`src/hdl/tmr_defs.svh`:
```
// Register offsets, field positions, reset values and timing constants of the timer slice
`ifndef TMR_DEFS_SVH
`define TMR_DEFS_SVH
`define TMR_ADDR_W 4
`define TMR_OFS_CTRL_A 4'h0
`define TMR_OFS_CTRL_B 4'h1
`define TMR_OFS_FORCE 4'h2
`define TMR_OFS_CNT_L 4'h4
`define TMR_OFS_CNT_H 4'h5
`define TMR_OFS_CAP_L 4'h6
`define TMR_OFS_CAP_H 4'h7
`define TMR_OFS_CMPA_L 4'h8
`define TMR_OFS_CMPA_H 4'h9
`define TMR_OFS_CMPB_L 4'hA
`define TMR_OFS_CMPB_H 4'hB
`define TMR_OFS_FLAGS 4'hC
`define TMR_CTRL_B_RST 8'h00
`define TMR_CTRL_A_RST 8'h00
`define TMR_CTRL_A_MASK 8'hF3
`define TMR_CTRL_B_MASK 8'hDF
`define TMR_B_NOISE_BIT 7
`define TMR_B_EDGE_BIT 6
`define TMR_FORCE_A_BIT 7
`define TMR_FORCE_B_BIT 6
`define TMR_FLAG_CAP_BIT 5
`define TMR_FLAG_MB_BIT 2
`define TMR_FLAG_MA_BIT 1
`define TMR_FLAG_OV_BIT 0
`define TMR_TOP_MAX 16'hFFFF
`define TMR_TOP_8 16'h00FF
`define TMR_TOP_9 16'h01FF
`define TMR_TOP_10 16'h03FF
`define TMR_BOTTOM 16'h0000
`define TMR_FILTER_LEN 4
`define TMR_DIV_8 11'd8
`define TMR_DIV_64 11'd64
`define TMR_DIV_256 11'd256
`define TMR_DIV_1024 11'd1024
`endif

```
`src/hdl/tmr_pkg.sv`:
```
// Types of the timer slice
package tmr_pkg;
   typedef enum logic [2:0] {
      TMR_TOP_FIX = 3'b001,
      TMR_TOP_CMPA = 3'b010,
      TMR_TOP_CAP = 3'b100
   } tmr_top_src_t;
   typedef enum logic [2:0] {
      TMR_PT_IMM = 3'b001,
      TMR_PT_TOP = 3'b010,
      TMR_PT_BOT = 3'b100
   } tmr_point_t;
   typedef enum logic [2:0] {
      TMR_ACT_KEEP = 3'b001,
      TMR_ACT_LOW = 3'b010,
      TMR_ACT_HIGH = 3'b100
   } tmr_act_t;
endpackage
```
`src/hdl/tmr_core.sv`:
```
// Timer/counter mode decode, prescaler, capture, compare and register slice
`timescale 1ns/100ps
`include "tmr_defs.svh"

module tmr_core
   import tmr_pkg::*;
#(
   parameter int FILTER_LEN = `TMR_FILTER_LEN
) (
   input wire logic sys_clk_i,
   input wire logic resetn_i,
   input wire logic [`TMR_ADDR_W-1:0] addr_i,
   input wire logic [7:0] wdata_i,
   input wire logic wr_i,
   input wire logic rd_i,
   output logic [7:0] rdata_o,
   input wire logic capture_input_pin_i,
   input wire logic external_count_pin_i,
   input wire logic [3:0] vector_ack_i,
   output logic compare_output_a_o,
   output logic compare_output_b_o,
   output logic [3:0] flags_o
);
   // ----------------------------------------
   // Parameter check
   // ----------------------------------------
   if (FILTER_LEN < 2 || FILTER_LEN > 16) begin : g_bad_filter
      $error("FILTER_LEN out of range");
   end

   // ----------------------------------------
   // Registers
   // ----------------------------------------
   logic [7:0] ctrl_a_reg;
   logic [7:0] ctrl_b_reg;
   logic [7:0] hold_reg;
   logic [7:0] rdata_reg;
   logic [15:0] cnt_reg;
   logic [15:0] cap_reg;
   logic [15:0] cmpa_reg;
   logic [15:0] cmpb_reg;
   logic [15:0] cmpa_buf_reg;
   logic [15:0] cmpb_buf_reg;
   logic [3:0] flag_reg;
   logic dir_down_reg;
   logic cnt_wr_blk_reg;
   logic oa_reg;
   logic ob_reg;
   logic [10:0] pre_reg;
   logic ext_d_reg;
   logic cap_d_reg;
   logic filt_reg;
   logic [FILTER_LEN-1:0] samp_reg;
   logic [1:0] mdone_reg;

   // ----------------------------------------
   // Mode decode
   // ----------------------------------------
   wire [3:0] mode = {ctrl_b_reg[4:3], ctrl_a_reg[1:0]};
   wire [2:0] clk_sel = ctrl_b_reg[2:0];
   tmr_top_src_t top_src;
   tmr_point_t upd_pt;
   tmr_point_t ov_pt;
   logic [15:0] fix_top;
   logic phase_mode;
   logic fast_mode;
   always_comb begin
      top_src = TMR_TOP_FIX;
      upd_pt = TMR_PT_IMM;
      ov_pt = TMR_PT_IMM;
      fix_top = `TMR_TOP_MAX;
      phase_mode = 1'b0;
      fast_mode = 1'b0;
      case (mode)
         4'd0: begin
            fix_top = `TMR_TOP_MAX;
         end
         4'd4: top_src = TMR_TOP_CMPA;
         4'd12: top_src = TMR_TOP_CAP;
         4'd1, 4'd2, 4'd3, 4'd10, 4'd11: begin
            phase_mode = 1'b1;
            upd_pt = TMR_PT_TOP;
            ov_pt = TMR_PT_BOT;
            fix_top = (mode == 4'd1) ? `TMR_TOP_8 : (mode == 4'd2) ? `TMR_TOP_9 : `TMR_TOP_10;
            top_src = (mode == 4'd10) ? TMR_TOP_CAP :
                      (mode == 4'd11) ? TMR_TOP_CMPA : TMR_TOP_FIX;
         end
         4'd5, 4'd6, 4'd7, 4'd14, 4'd15: begin
            fast_mode = 1'b1;
            upd_pt = TMR_PT_BOT;
            ov_pt = TMR_PT_TOP;
            fix_top = (mode == 4'd5) ? `TMR_TOP_8 : (mode == 4'd6) ? `TMR_TOP_9 : `TMR_TOP_10;
            top_src = (mode == 4'd14) ? TMR_TOP_CAP :
                      (mode == 4'd15) ? TMR_TOP_CMPA : TMR_TOP_FIX;
         end
         4'd8, 4'd9: begin
            phase_mode = 1'b1;
            upd_pt = TMR_PT_BOT;
            ov_pt = TMR_PT_BOT;
            top_src = (mode == 4'd8) ? TMR_TOP_CAP : TMR_TOP_CMPA;
         end
         default: begin
            top_src = TMR_TOP_FIX; // Reserved mode 13 runs as normal
         end
      endcase
   end
   wire pwm_mode = phase_mode | fast_mode;
   wire [15:0] top_val = (top_src == TMR_TOP_CMPA) ? cmpa_reg :
                         (top_src == TMR_TOP_CAP) ? cap_reg : fix_top;

   // ----------------------------------------
   // Clock source and prescaler
   // ----------------------------------------
   // Count pin is sampled whatever its port direction, so software can clock it
   wire ext_edge = (clk_sel == 3'b110) ? (ext_d_reg & ~external_count_pin_i) :
                   (ext_d_reg ^ 1'b1) & external_count_pin_i;
   wire [10:0] pre_wrap = (clk_sel == 3'b010) ? `TMR_DIV_8 : (clk_sel == 3'b011) ? `TMR_DIV_64 :
                          (clk_sel == 3'b100) ? `TMR_DIV_256 : `TMR_DIV_1024;
   wire pre_hit = (pre_reg == pre_wrap - 11'd1);
   wire tick = (clk_sel == 3'b000) ? 1'b0 :
               (clk_sel == 3'b001) ? 1'b1 :
               (clk_sel[2:1] == 2'b11) ? ext_edge : pre_hit;

   // ----------------------------------------
   // Counter sequencing
   // ----------------------------------------
   wire at_top = (cnt_reg == top_val);
   wire at_bot = (cnt_reg == `TMR_BOTTOM);
   wire at_max = (cnt_reg == `TMR_TOP_MAX);
   wire ctc_mode = (mode == 4'd4) || (mode == 4'd12);
   logic [15:0] cnt_step;
   logic dir_next;
   always_comb begin
      dir_next = dir_down_reg;
      if (phase_mode) begin
         if (at_top) begin
            dir_next = 1'b1;
         end else if (at_bot) begin
            dir_next = 1'b0;
         end
         cnt_step = dir_next ? cnt_reg - 16'd1 : cnt_reg + 16'd1;
      end else if (fast_mode || ctc_mode) begin
         dir_next = 1'b0;
         cnt_step = at_top ? `TMR_BOTTOM : cnt_reg + 16'd1;
      end else begin
         dir_next = 1'b0;
         cnt_step = cnt_reg + 16'd1;
      end
   end
   // Overflow at BOTTOM only on the way down, not when a period starts
   wire ov_hit = (ov_pt == TMR_PT_BOT) ? at_bot & dir_down_reg :
                 (ov_pt == TMR_PT_TOP) ? at_top : at_max;
   wire upd_hit = (upd_pt == TMR_PT_TOP) ? at_top : (upd_pt == TMR_PT_BOT) ? at_bot : 1'b1;

   // ----------------------------------------
   // Compare and capture
   // ----------------------------------------
   // A counter write holds off matches until the next tick has passed
   wire match_a = tick & ~cnt_wr_blk_reg & (cnt_reg == cmpa_reg);
   wire match_b = tick & ~cnt_wr_blk_reg & (cnt_reg == cmpb_reg);
   wire force_ok = wr_i & (addr_i == `TMR_OFS_FORCE) & ~pwm_mode;
   wire force_a = force_ok & wdata_i[`TMR_FORCE_A_BIT];
   wire force_b = force_ok & wdata_i[`TMR_FORCE_B_BIT];
   wire cap_src = ctrl_b_reg[`TMR_B_NOISE_BIT] ? filt_reg : samp_reg[0];
   // Capture-top modes cut the pin off; the flag then marks TOP instead
   wire cap_conn = (top_src != TMR_TOP_CAP);
   wire cap_edge = ctrl_b_reg[`TMR_B_EDGE_BIT] ? (cap_src & ~cap_d_reg) :
                   (~cap_src & cap_d_reg);
   wire cap_evt = cap_conn & cap_edge;
   wire samp_same = (samp_reg == {FILTER_LEN{samp_reg[0]}});
   wire [3:0] flag_set = {cap_evt | (~cap_conn & tick & at_top), mdone_reg, tick & ov_hit};
   wire flag_wr = wr_i & (addr_i == `TMR_OFS_FLAGS);
   wire [3:0] flag_clr = vector_ack_i | ({4{flag_wr}} & {wdata_i[5], wdata_i[2:0]});

   // Waveform action for one channel
   function automatic tmr_act_t act_of(input logic [1:0] com, input logic up);
      tmr_act_t r;
      r = TMR_ACT_KEEP;
      if (com == 2'b10) begin
         r = up ? TMR_ACT_LOW : TMR_ACT_HIGH;
      end else if (com == 2'b11) begin
         r = up ? TMR_ACT_HIGH : TMR_ACT_LOW;
      end
      return r;
   endfunction
   function automatic logic apply(input logic cur, input logic [1:0] com, input logic hit,
                                  input logic up);
      logic r;
      r = cur;
      if (hit) begin
         if (com == 2'b01) begin
            r = ~cur;
         end else if (act_of(com, up) == TMR_ACT_LOW) begin
            r = 1'b0;
         end else if (act_of(com, up) == TMR_ACT_HIGH) begin
            r = 1'b1;
         end
      end
      return r;
   endfunction
   // Only phase modes count down; the match action flips on the way down
   wire up_now = ~(phase_mode & dir_down_reg);

   // ----------------------------------------
   // Register access
   // ----------------------------------------
   wire wr_cnt_l = wr_i & (addr_i == `TMR_OFS_CNT_L);
   wire wr_hi = wr_i & ((addr_i == `TMR_OFS_CNT_H) | (addr_i == `TMR_OFS_CMPA_H) |
                        (addr_i == `TMR_OFS_CMPB_H) | (addr_i == `TMR_OFS_CAP_H));
   wire [15:0] wr_word = {hold_reg, wdata_i};
   logic [7:0] rd_next;
   always_comb begin
      case (addr_i)
         `TMR_OFS_CTRL_A: rd_next = ctrl_a_reg;
         `TMR_OFS_CTRL_B: rd_next = ctrl_b_reg & `TMR_CTRL_B_MASK;
         `TMR_OFS_FORCE: rd_next = 8'h00;
         `TMR_OFS_CNT_L: rd_next = cnt_reg[7:0];
         `TMR_OFS_CAP_L: rd_next = cap_reg[7:0];
         `TMR_OFS_CMPA_L: rd_next = cmpa_buf_reg[7:0];
         `TMR_OFS_CMPB_L: rd_next = cmpb_buf_reg[7:0];
         `TMR_OFS_CNT_H, `TMR_OFS_CAP_H, `TMR_OFS_CMPA_H, `TMR_OFS_CMPB_H: rd_next = hold_reg;
         `TMR_OFS_FLAGS: rd_next = {2'b00, flag_reg[3], 2'b00, flag_reg[2:0]};
         default: rd_next = 8'h00;
      endcase
   end
   // A low-byte read snapshots the high byte so the pair stays coherent
   wire [7:0] hold_next = wr_hi ? wdata_i :
                          ~rd_i ? hold_reg :
                          (addr_i == `TMR_OFS_CNT_L) ? cnt_reg[15:8] :
                          (addr_i == `TMR_OFS_CAP_L) ? cap_reg[15:8] :
                          (addr_i == `TMR_OFS_CMPA_L) ? cmpa_buf_reg[15:8] :
                          (addr_i == `TMR_OFS_CMPB_L) ? cmpb_buf_reg[15:8] : hold_reg;

   // ----------------------------------------
   // Sequential logic
   // ----------------------------------------
   always_ff @(posedge sys_clk_i or negedge resetn_i) begin
      if (!resetn_i) begin
         ctrl_a_reg <= `TMR_CTRL_A_RST;
         ctrl_b_reg <= `TMR_CTRL_B_RST;
         hold_reg <= 8'h00;
         rdata_reg <= 8'h00;
         pre_reg <= 11'd0;
         ext_d_reg <= 1'b0;
         samp_reg <= '0;
         filt_reg <= 1'b0;
         cap_d_reg <= 1'b0;
      end else begin
         if (wr_i && addr_i == `TMR_OFS_CTRL_A) begin
            ctrl_a_reg <= wdata_i & `TMR_CTRL_A_MASK;
         end
         if (wr_i && addr_i == `TMR_OFS_CTRL_B) begin
            ctrl_b_reg <= wdata_i & `TMR_CTRL_B_MASK;
         end
         hold_reg <= hold_next;
         rdata_reg <= rd_i ? rd_next : 8'h00;
         pre_reg <= (clk_sel[2:1] == 2'b11 || clk_sel == 3'b000 || pre_hit) ? 11'd0
                    : pre_reg + 11'd1;
         ext_d_reg <= external_count_pin_i;
         samp_reg <= {samp_reg[FILTER_LEN-2:0], capture_input_pin_i};
         if (samp_same) begin
            filt_reg <= samp_reg[0];
         end
         cap_d_reg <= cap_src;
      end
   end

   always_ff @(posedge sys_clk_i or negedge resetn_i) begin
      if (!resetn_i) begin
         cnt_reg <= 16'h0000;
         dir_down_reg <= 1'b0;
         cnt_wr_blk_reg <= 1'b0;
         cap_reg <= 16'h0000;
         cmpa_reg <= 16'h0000;
         cmpb_reg <= 16'h0000;
         cmpa_buf_reg <= 16'h0000;
         cmpb_buf_reg <= 16'h0000;
         flag_reg <= 4'h0;
         mdone_reg <= 2'b00;
         oa_reg <= 1'b0;
         ob_reg <= 1'b0;
      end else begin
         if (wr_cnt_l) begin
            cnt_reg <= wr_word;
            cnt_wr_blk_reg <= 1'b1;
         end else if (tick) begin
            cnt_reg <= cnt_step;
            dir_down_reg <= dir_next;
            cnt_wr_blk_reg <= 1'b0;
         end
         if (wr_i && addr_i == `TMR_OFS_CAP_L && !cap_conn) begin
            cap_reg <= wr_word;
         end else if (cap_evt) begin
            cap_reg <= cnt_reg;
         end
         if (wr_i && addr_i == `TMR_OFS_CMPA_L) begin
            cmpa_buf_reg <= wr_word;
         end
         if (wr_i && addr_i == `TMR_OFS_CMPB_L) begin
            cmpb_buf_reg <= wr_word;
         end
         if (upd_pt == TMR_PT_IMM || (tick && upd_hit)) begin
            cmpa_reg <= (wr_i && addr_i == `TMR_OFS_CMPA_L) ? wr_word : cmpa_buf_reg;
            cmpb_reg <= (wr_i && addr_i == `TMR_OFS_CMPB_L) ? wr_word : cmpb_buf_reg;
         end
         mdone_reg <= {match_b, match_a};
         // Set wins over a clear in the same cycle
         flag_reg <= (flag_reg & ~flag_clr) | flag_set;
         oa_reg <= apply(oa_reg, ctrl_a_reg[7:6], match_a | force_a, up_now);
         ob_reg <= apply(ob_reg, ctrl_a_reg[5:4], match_b | force_b, up_now);
      end
   end

   assign rdata_o = rdata_reg;
   assign compare_output_a_o = oa_reg;
   assign compare_output_b_o = ob_reg;
   assign flags_o = flag_reg;
endmodule

```
`config.mk`:
```
export PLATFORM = sky130hd
export DESIGN_NAME = tmr_core
export DESIGN_NICKNAME = d
export VERILOG_FILES = /design/src/hdl/tmr_pkg.sv /design/src/hdl/tmr_core.sv
export VERILOG_INCLUDE_DIRS = /design/src /design/src/hdl
export SDC_FILE = /design/constraint.sdc
export NUM_CORES = 1
export LEC_CHECK = 0
export ABC_CLOCK_PERIOD_IN_PS = 4000
export BUFFER_PORTS_ARGS = -buffer_cell sky130_fd_sc_hd__buf_2
export CORE_MARGIN = 4
export CORE_UTILIZATION = 61
export CTS_CLUSTER_DIAMETER = 120
export DETAILED_ROUTE_END_ITERATION = 16
export GPL_TIMING_DRIVEN = 0
export HOLD_SLACK_MARGIN = 0.12
export PLACE_DENSITY = 0.79
export SYNTH_ARGS = -nofsm -noshare
export SYNTH_HDL_FRONTEND = slang
export SYNTH_SLANG_ARGS = --single-unit
```
`constraint.sdc`:
```
create_clock -name sys_clk_i -period 4 [get_ports sys_clk_i]
set_input_delay 0 -clock sys_clk_i [delete_from_list [all_inputs] [get_ports sys_clk_i]]
set_output_delay 0 -clock sys_clk_i [all_outputs]
set_load 0.1 [all_outputs]
```
==> results of run 1 <==
-- power by group through the flow --
stage	clock (W)	combinational, W	sequential (W)
global placement	0	0.00264	0.00247
CTS	0.00160	0.00272	0.00247
global route	0.00167	0.00299	0.00254
detailed placement	0	0.00269	0.00250
floorplan	0	0.00194	0.00240
finish	0.00160	0.00278	0.00250
-- cells in the final DEF, fill, tap and decap left out, types with 17 or more instances in the layout --
master                          count
sky130_fd_sc_hd__xnor2_1           17
sky130_fd_sc_hd__nor2_1            77
sky130_fd_sc_hd__mux2_2            73
sky130_fd_sc_hd__a31oi_1           18
sky130_fd_sc_hd__clkbuf_16         17
sky130_fd_sc_hd__buf_2             42
sky130_fd_sc_hd__nor3_1            30
sky130_fd_sc_hd__dlygate4sd3_1     23
sky130_fd_sc_hd__o21ai_0           59
sky130_fd_sc_hd__nand2_1           68
sky130_fd_sc_hd__nand3_1           30
sky130_fd_sc_hd__inv_1             25
sky130_fd_sc_hd__clkbuf_1          47
sky130_fd_sc_hd__xor2_1            35
sky130_fd_sc_hd__a22oi_1           20
sky130_fd_sc_hd__a21oi_1           45
sky130_fd_sc_hd__mux2i_1           31
sky130_fd_sc_hd__dfrtp_1          153
-- cells by family (layout without fill, tap and decap cells) --
group / count (synthesis) / after routing
AOI/OAI and AO/OA: 230 / 230
xor gates and xnor gates: 52 / 52
adders and majority gates: 3 / 3
buffers and inverters: 94 / 183
DFF: 153 / 153
muxes: 111 / 111
and+or+nand+nor: 306 / 306
-- stage by stage --
step	power (W)	instances	instance area, um2
after global placement	0.005108	1166	9414
after floorplan	0.004337	949	9019
after global routing	0.007197	1222	10250
final	0.006885	1222	10250
after CTS	0.006793	1222	10250
after detailed placement	0.005182	1167	9448
-- area by class of cell --
class                      count  area (um2)  area share, %
multi-input combinational    702        4776          46.58
sequential                   153        3829          37.34
clock buffer                  19       442.9          4.320
timing repair buffer          57       429.2          4.186
buffer                        67       312.8          3.051
tap                          184       230.2          2.246
clock inverter                13       131.4          1.281
inverter                      27       101.3         0.9885
-- worst reg2reg max path: cells and delay by family (launching register included) --
family,cells,cell delay (ns)
AOI/OAI and AO/OA,4,0.95
muxes,1,0.36
DFF,1,0.48
buffers and inverters,3,1.12
and+or+nand+nor,3,0.76
-- repair_timing --
action | 4_1_cts | 5_1_grt
setup endpoints to repair | 0 | 0
endpoints found under the hold margin | 144 | 0
hold buffers | 23 | 0
-- routing by layer --
metal,routed length [um],vias up,global-route usage [%]
met2,12670,557,52.99
met1,11060,3941,45.85
met3,3268,121,9.975
li1,-,3627,-
met5,0,-,0
met4,1583,0,18.58
-- cells in the mapped netlist (5+ instances only) --
library cell | number | area, um2
sky130_fd_sc_hd__buf_2 | 10 | 50.05
sky130_fd_sc_hd__a22oi_1 | 20 | 150.1
sky130_fd_sc_hd__nand2_1 | 68 | 255.2
sky130_fd_sc_hd__or3_1 | 7 | 43.79
sky130_fd_sc_hd__clkbuf_1 | 46 | 172.7
sky130_fd_sc_hd__a211o_1 | 8 | 70.07
sky130_fd_sc_hd__nor4_1 | 9 | 56.30
sky130_fd_sc_hd__a221oi_1 | 5 | 43.79
sky130_fd_sc_hd__inv_1 | 25 | 93.84
sky130_fd_sc_hd__a21oi_1 | 45 | 225.2
sky130_fd_sc_hd__a31oi_1 | 18 | 112.6
sky130_fd_sc_hd__nand3_1 | 30 | 150.1
sky130_fd_sc_hd__buf_6 | 6 | 67.56
sky130_fd_sc_hd__a32oi_1 | 7 | 61.31
sky130_fd_sc_hd__mux2_1 | 7 | 78.83
sky130_fd_sc_hd__and3_1 | 14 | 87.58
sky130_fd_sc_hd__nor2_1 | 77 | 289.0
sky130_fd_sc_hd__a211oi_1 | 11 | 82.58
sky130_fd_sc_hd__o21ai_0 | 59 | 295.3
sky130_fd_sc_hd__mux2i_1 | 31 | 310.3
sky130_fd_sc_hd__o22ai_1 | 6 | 37.54
sky130_fd_sc_hd__dfrtp_1 | 153 | 3829
sky130_fd_sc_hd__nor2b_1 | 13 | 81.33
sky130_fd_sc_hd__o31ai_1 | 8 | 60.06
sky130_fd_sc_hd__o211ai_1 | 9 | 67.56
sky130_fd_sc_hd__nor3_1 | 30 | 150.1
sky130_fd_sc_hd__xor2_1 | 35 | 306.5
sky130_fd_sc_hd__nand2b_1 | 16 | 100.1
sky130_fd_sc_hd__nand4_1 | 9 | 56.30
sky130_fd_sc_hd__xnor2_1 | 17 | 148.9
sky130_fd_sc_hd__and2_1 | 6 | 37.54
sky130_fd_sc_hd__mux2_2 | 73 | 822.0
-- final timing paths --
| kind | start | end | cells past startpoint | slack (ns) |
|---|---|---|---|---|
| setup / recovery | ctrl_a_reg[0] | cmpa_reg[4] | 11 | 0.22 |
| max in group asynchronous | resetn_i | cmpa_buf_reg[11] | 3 | 2.98 |
| hold / removal | resetn_i | mdone_reg[1] | 2 | 0.19 |
| setup reg to reg | ctrl_a_reg[0] | cmpa_reg[4] | 11 | 0.22 |
| hold reg to reg | samp_reg[1] | samp_reg[2] | 0 | 0.39 |
| min in group sys_clk_i | capture_input_pin_i | samp_reg[0] | 2 | 0.22 |
==> impl_results.md, run 1 <==
- Effective utilization at floorplan: 62.05%
- Areal power density over the cells: 671.6 nW/um2
- Overall die height: 129.6 um
- Share of total power in combinational logic: 40.4%
- Post-DR wirelength/cell: 23.39 um
- Crit-path leading delay family: buffers and inverters
- Num Clock Sinks: 153
- IO Port Bufs: 33
- Result of the run: completed
- Number of buffers inserted during clock tree synthesis: 17
- Global-route wire length before repair: 44390 um
- Number of antenna diodes: 0
- Unrepaired setup endpoints after global routing: no
- Routed via count: 8246
- Global-route usage over all layers: 35.02%
- Final weighted congestion of routability-driven global placement: 1.041
- Final hold violations: 0
- Kind of start point of the critical path: flop
- Synth warn: 0
- Number of buffer and inverter stages on the critical path: 3
- Crit-path max FO: 10
- Post-synth EDFFs: 0
- Simple-gate share of the synthesized area: 17.08%
- Wirelength, routed: 28590 um
- Endpoint type of the worst setup path: flop
- Arithmetic-cell share of the synthesized area counting full adders, half adders and majority gates: 0.4162%
- Detailed placer's ending HPWL: 20410 um
- Worst path required time: 4.31 ns
- Relative max-transition margin: 26.79%
- Pin slew with the least headroom to its limit: 1.090 ns
- Most frequently used flop master after synthesis: sky130_fd_sc_hd__dfrtp_1
- Die outline width: 129.6 um
- Kind of critical path: reg2reg
- Drt first pass iters: 8
- Crit-path cells: clkbuf_1 -> clkbuf_1 -> o21ai_0 -> a22o_1 -> a221oi_1 -> nand4_1 -> nor2_1 -> nand2_1 -> o211ai_4 -> buf_6 -> mux2_2
- Total DRC errors in the routed layout: 0
- Post-CTS repair timing setup buffer count: 0
- Number of global-route vias before repair: 7871
- Fraction of power consumed by the clock network: 23.2%
- Switching Share: 41.96%
- Proportion of synthesized chip area in sequential cells: 42.45%
- Placeable core area: 14530 um2
- Fraction of the cycle the final worst path needs: 94.51%
- Synthesized area divided by synthesized cell count: 9.503 um2
- H-tree lvl count: 4
- Highest ir drop seen on vdd: 409.9 uV
- Endpoint arrival time on the critical path: 4.09 ns
- Clk_lat worst skew: 0.43 ns
- DRT iter0 DRCs: 1038
- Die Footprint: 16790 um2
- Peak Freq: 264.5 MHz
- Number of antenna violations at the first check in global routing: 0
- Critical Path Max Stage Delay: 0.49 ns
- Leakage Power: 4.356 nW
- Parity-gate share of the synthesized area counting xor and xnor cells: 5.050%
- Switching power summed over all nets: 0.002889 W
- Largest family of logic cells by synthesized area: simple AND/OR/NAND/NOR gates
- Kind of path behind the tightest hold check: in2async
- CTS tree: built
- Share of the synthesized area in compound gates (AO/OA/AOI/OAI): 16.98%
- Cell chosen for the clock root: sky130_fd_sc_hd__clkbuf_16
- Share of cell area taken by muxes after synthesis: 13.43%
- Area growth from synthesis to layout: 13.68%
- Internal power contribution: 0.003996 W
- Synth Net Count: 974
- Post-route clock skew: 0.01110 ns
- Number of placed I/O pins: 36
- Resize count post-CTS: 0
- Remaining antenna violation count: 0
- Slowest cell on the critical path: sky130_fd_sc_hd__clkbuf_1
- Sum of negative setup slack: 0 ns
- Share of cells above drive strength 1: 16.28%
- Clock transition time at the flip-flop clock pins of the worst setup and hold paths: 0.07 ns
- Dpl ws: 0.4475 ns
- Most used cell along the critical path: sky130_fd_sc_hd__clkbuf_1
- Max Cap Viol: 0
- Reg power frac: 36.3%
- Number of fill cells in the layout: 1094
- Time the final worst path needs with I/O delays and setup: 3.780 ns
- # nets final: 1050
- Proportion of register bits with asynchronous set or reset after synthesis: 100.0%
- Core Util, Final: 70.54%
- Slew Limit Fails: 0
- Finish-stage setup viols: 0
- Register bit count reported by yosys: 153
- Hold Slack: 0.1903 ns
- Via count normalized by instance count: 6.748
- Distinct cell type count after synthesis: 67
- Maximum number of pins on one net before global-route repair: 82
- Total global routing overflow: 0
- Final worst setup slack: 0.2198 ns
- Gate count of the mapped netlist: 949
- Longest Clk Path Bufs: 2
- Post-synthesis instance area: 9019 um2
- Number of standard-cell rows in the floorplan: 44
Note: power is estimated with default switching activity, not from simulation.
==> run 2, diff against run 1 <==
--- a/config.mk
+++ b/config.mk
@@ -14,7 +14,7 @@
 export DETAILED_ROUTE_END_ITERATION = 16
 export GPL_TIMING_DRIVEN = 0
 export HOLD_SLACK_MARGIN = 0.12
-export PLACE_DENSITY = 0.79
+export PLACE_DENSITY = 0.84
 export SYNTH_ARGS = -nofsm -noshare
 export SYNTH_HDL_FRONTEND = slang
 export SYNTH_SLANG_ARGS = --single-unit
==> run 2 against run 1 <==
Global-route usage grew 0.75 points. Worst hold slack got worse by 0.013 ns. Cell area up 0.63%. Worst setup slack got worse by 0.076 ns. Clock skew is 0.0020 ns lower. Flip-flop and latch count stayed put. Maximum frequency decreased by 2.0%. Sequential share of layout area is 0.24 points lower. Largest power group unchanged.
==> impl_results.md, run 2 (synthesis gave the netlist of run 1 again) <==
- Sum of negative setup slack: 0 ns (unchanged)
- Number of buffers inserted during clock tree synthesis: 17 (unchanged)
- Cell chosen for the clock root: sky130_fd_sc_hd__clkbuf_16
- Result of the run: completed
- Overall die height: 129.6 um (unchanged)
- Leakage Power: 4.383 nW (+0.63%)
- Number of standard-cell rows in the floorplan: 44 (unchanged)
- Clk_lat worst skew: 0.43 ns (about the same)
- Most common library cell in the layout ignoring fill and taps: sky130_fd_sc_hd__dfrtp_1
- Post-CTS repair timing setup buffer count: 0 (unchanged)
- Total DRC errors in the routed layout: 0 (unchanged)
- Maximum number of pins on one net before global-route repair: 95 (+16%)
- Core Util, Final: 70.99% (+0.45 points)
- Slew Limit Fails: 0 (unchanged)
- Number of antenna violations at the first check in global routing: 0 (unchanged)
- Effective utilization at floorplan: 62.05% (unchanged)
- Endpoint arrival time on the critical path: 4.16 ns (+0.07 ns)
- Number of placed I/O pins: 36 (unchanged)
- Post-route clock skew: 0.009106 ns (-0.001999 ns)
- DRT iter0 DRCs: 1112 (+7.1%)
- Global-route usage over all layers: 35.78% (+0.75 points)
- Routed via count: 8372 (+1.5%)
- Finish-stage setup viols: 0 (unchanged)
- Time the final worst path needs with I/O delays and setup: 3.856 ns (+0.07569 ns)
- # nets final: 1052 (+0.19%)
- Via count normalized by instance count: 6.840 (+1.4%)
- Crit-path max FO: 10 (unchanged)
- Relative max-transition margin: 28.45% (+1.7 points)
- Placeable core area: 14530 um2 (unchanged)
- Most frequent cells in the layout: sky130_fd_sc_hd__dfrtp_1 (153), sky130_fd_sc_hd__nor2_1 (76), sky130_fd_sc_hd__mux2_2 (73), sky130_fd_sc_hd__nand2_1 (68), sky130_fd_sc_hd__o21ai_0 (59)
- Drt first pass iters: 8 (unchanged)
- Max Cap Viol: 0 (unchanged)
- Kind of path behind the tightest hold check: in2reg
- Longest Clk Path Bufs: 2 (unchanged)
- Pin slew with the least headroom to its limit: 1.065 ns (-0.02475 ns)
- Share of cells above drive strength 1: 16.44% (+0.16 points)
- Sequential cell area: 3829 um2 (unchanged)
- Remaining antenna violation count: 0 (unchanged)
- Number of global-route vias before repair: 8033 (+2.1%)
- Wirelength, routed: 29520 um (+3.3%)
- Area growth from synthesis to layout: 14.40%
- Register-to-register setup slack: 0.14 ns (-0.08 ns)
- Global-route wire length before repair: 45420 um (+2.3%)
- IO Port Bufs: 33 (unchanged)
- Kind of start point of the critical path: flop
- Number of antenna diodes: 0 (unchanged)
- Unrepaired setup endpoints after global routing: no
- Final weighted congestion of routability-driven global placement: 1.023 (-1.7%)
- Die outline width: 129.6 um (unchanged)
- Num Clock Sinks: 153 (unchanged)
- Endpoint type of the worst setup path: flop
- Dpl ws: 0.3664 ns (-0.08111 ns)
- Multi-input gate area: 4781 um2 (+0.10%)
- Total global routing overflow: 0 (unchanged)
- Detailed placer's ending HPWL: 20480 um (+0.34%)
- Number of fill cells in the layout: 1065 (-2.7%)
- Worst path required time: 4.31 ns (about the same)
- Final worst setup slack: 0.1441 ns (-0.07569 ns)
- CTS tree: built
- Fraction of the cycle the final worst path needs: 96.40% (+1.9 points)
- Highest ir drop seen on vdd: 455.9 uV (+11%)
- Post-DR wirelength/cell: 24.12 um (+3.1%)
- H-tree lvl count: 4 (unchanged)
- Clock transition time at the flip-flop clock pins of the worst setup and hold paths: 0.07 ns (about the same)
- Final hold violations: 0 (unchanged)
- Kind of critical path: reg2reg
- Peak Freq: 259.3 MHz (-2.0%)
- Die Footprint: 16790 um2 (unchanged)
- Areal power density over the cells: 678.5 nW/um2 (+1.0%)
[run 2: path summary, 6_finish.rpt]
| check | start | to | cells after the start |
|---|---|---|---|
| worst max-delay path | ctrl_a_reg[0] | cmpa_reg[1] | 11 |
| worst min-delay path | addr_i[3] | rdata_o[2] | 6 |
| worst max register to register | ctrl_a_reg[0] | cmpa_reg[1] | 11 |
| worst min register to register | samp_reg[1] | samp_reg[2] | 0 |
| max in group asynchronous | resetn_i | ctrl_a_reg[0] | 4 |
| min in group asynchronous | resetn_i | ctrl_a_reg[6] | 3 |
[run 2: power by group]
group          switching (W)  internal, W  leakage, nW
Sequential          0.000511      0.00200         1.94
Combinational        0.00169      0.00110         2.15
Clock               0.000715     0.000974        0.294
Total                0.00292      0.00408         4.38
[run 2: routing by layer]
layer / vias to the layer above / share of wire, % / track usage [%]
met4: 0 / 7.3 / 20.35
met3: 169 / 12 / 12.20
li1: 3627 / - / -
met1: 3981 / 37 / 45.13
met5: - / 0 / 0
met2: 595 / 43 / 53.90
[run 2: cell type report]
class	count	area share, %
buffer	67	3.032
multi-input combinational	702	46.34
inverter	27	0.9823
sequential	153	37.11
timing repair buffer	59	4.354
clock inverter	12	1.528
clock buffer	20	4.426
tap	184	2.231
[run 2: worst max-delay path: stages, from the launching register on]
cell and delay (ns):
sky130_fd_sc_hd__dfrtp_1 0.49, sky130_fd_sc_hd__clkbuf_1 0.34, sky130_fd_sc_hd__clkbuf_1 0.48, sky130_fd_sc_hd__o21ai_0 0.19, sky130_fd_sc_hd__a22o_1 0.21, sky130_fd_sc_hd__a221oi_1 0.41
sky130_fd_sc_hd__nand4_1 0.39, sky130_fd_sc_hd__nor2_1 0.32, sky130_fd_sc_hd__nand2_1 0.14, sky130_fd_sc_hd__o211ai_4 0.16, sky130_fd_sc_hd__buf_6 0.24, sky130_fd_sc_hd__mux2_1 0.36
[run 2: per-stage QoR]
step           std cells  power [W]  hold slack [ns]  area (um2)
4_1_cts             1224   0.006895           0.1599       10310
2_1_floorplan        949   0.004337          -0.2956        9019
6_report            1224   0.007000           0.1776       10320
3_3_place_gp        1166   0.005084           0.1085        9414
3_5_place_dp        1167   0.005173         0.003821        9448
5_1_grt             1224   0.007312           0.2116       10320
[run 2: repair_timing]
action / in CTS / in global routing
hold buffers: 25 / 0
endpoints found under the setup margin: 0 / 6
endpoints found under the hold margin: 215 / 0
resized for setup: 0 / 2
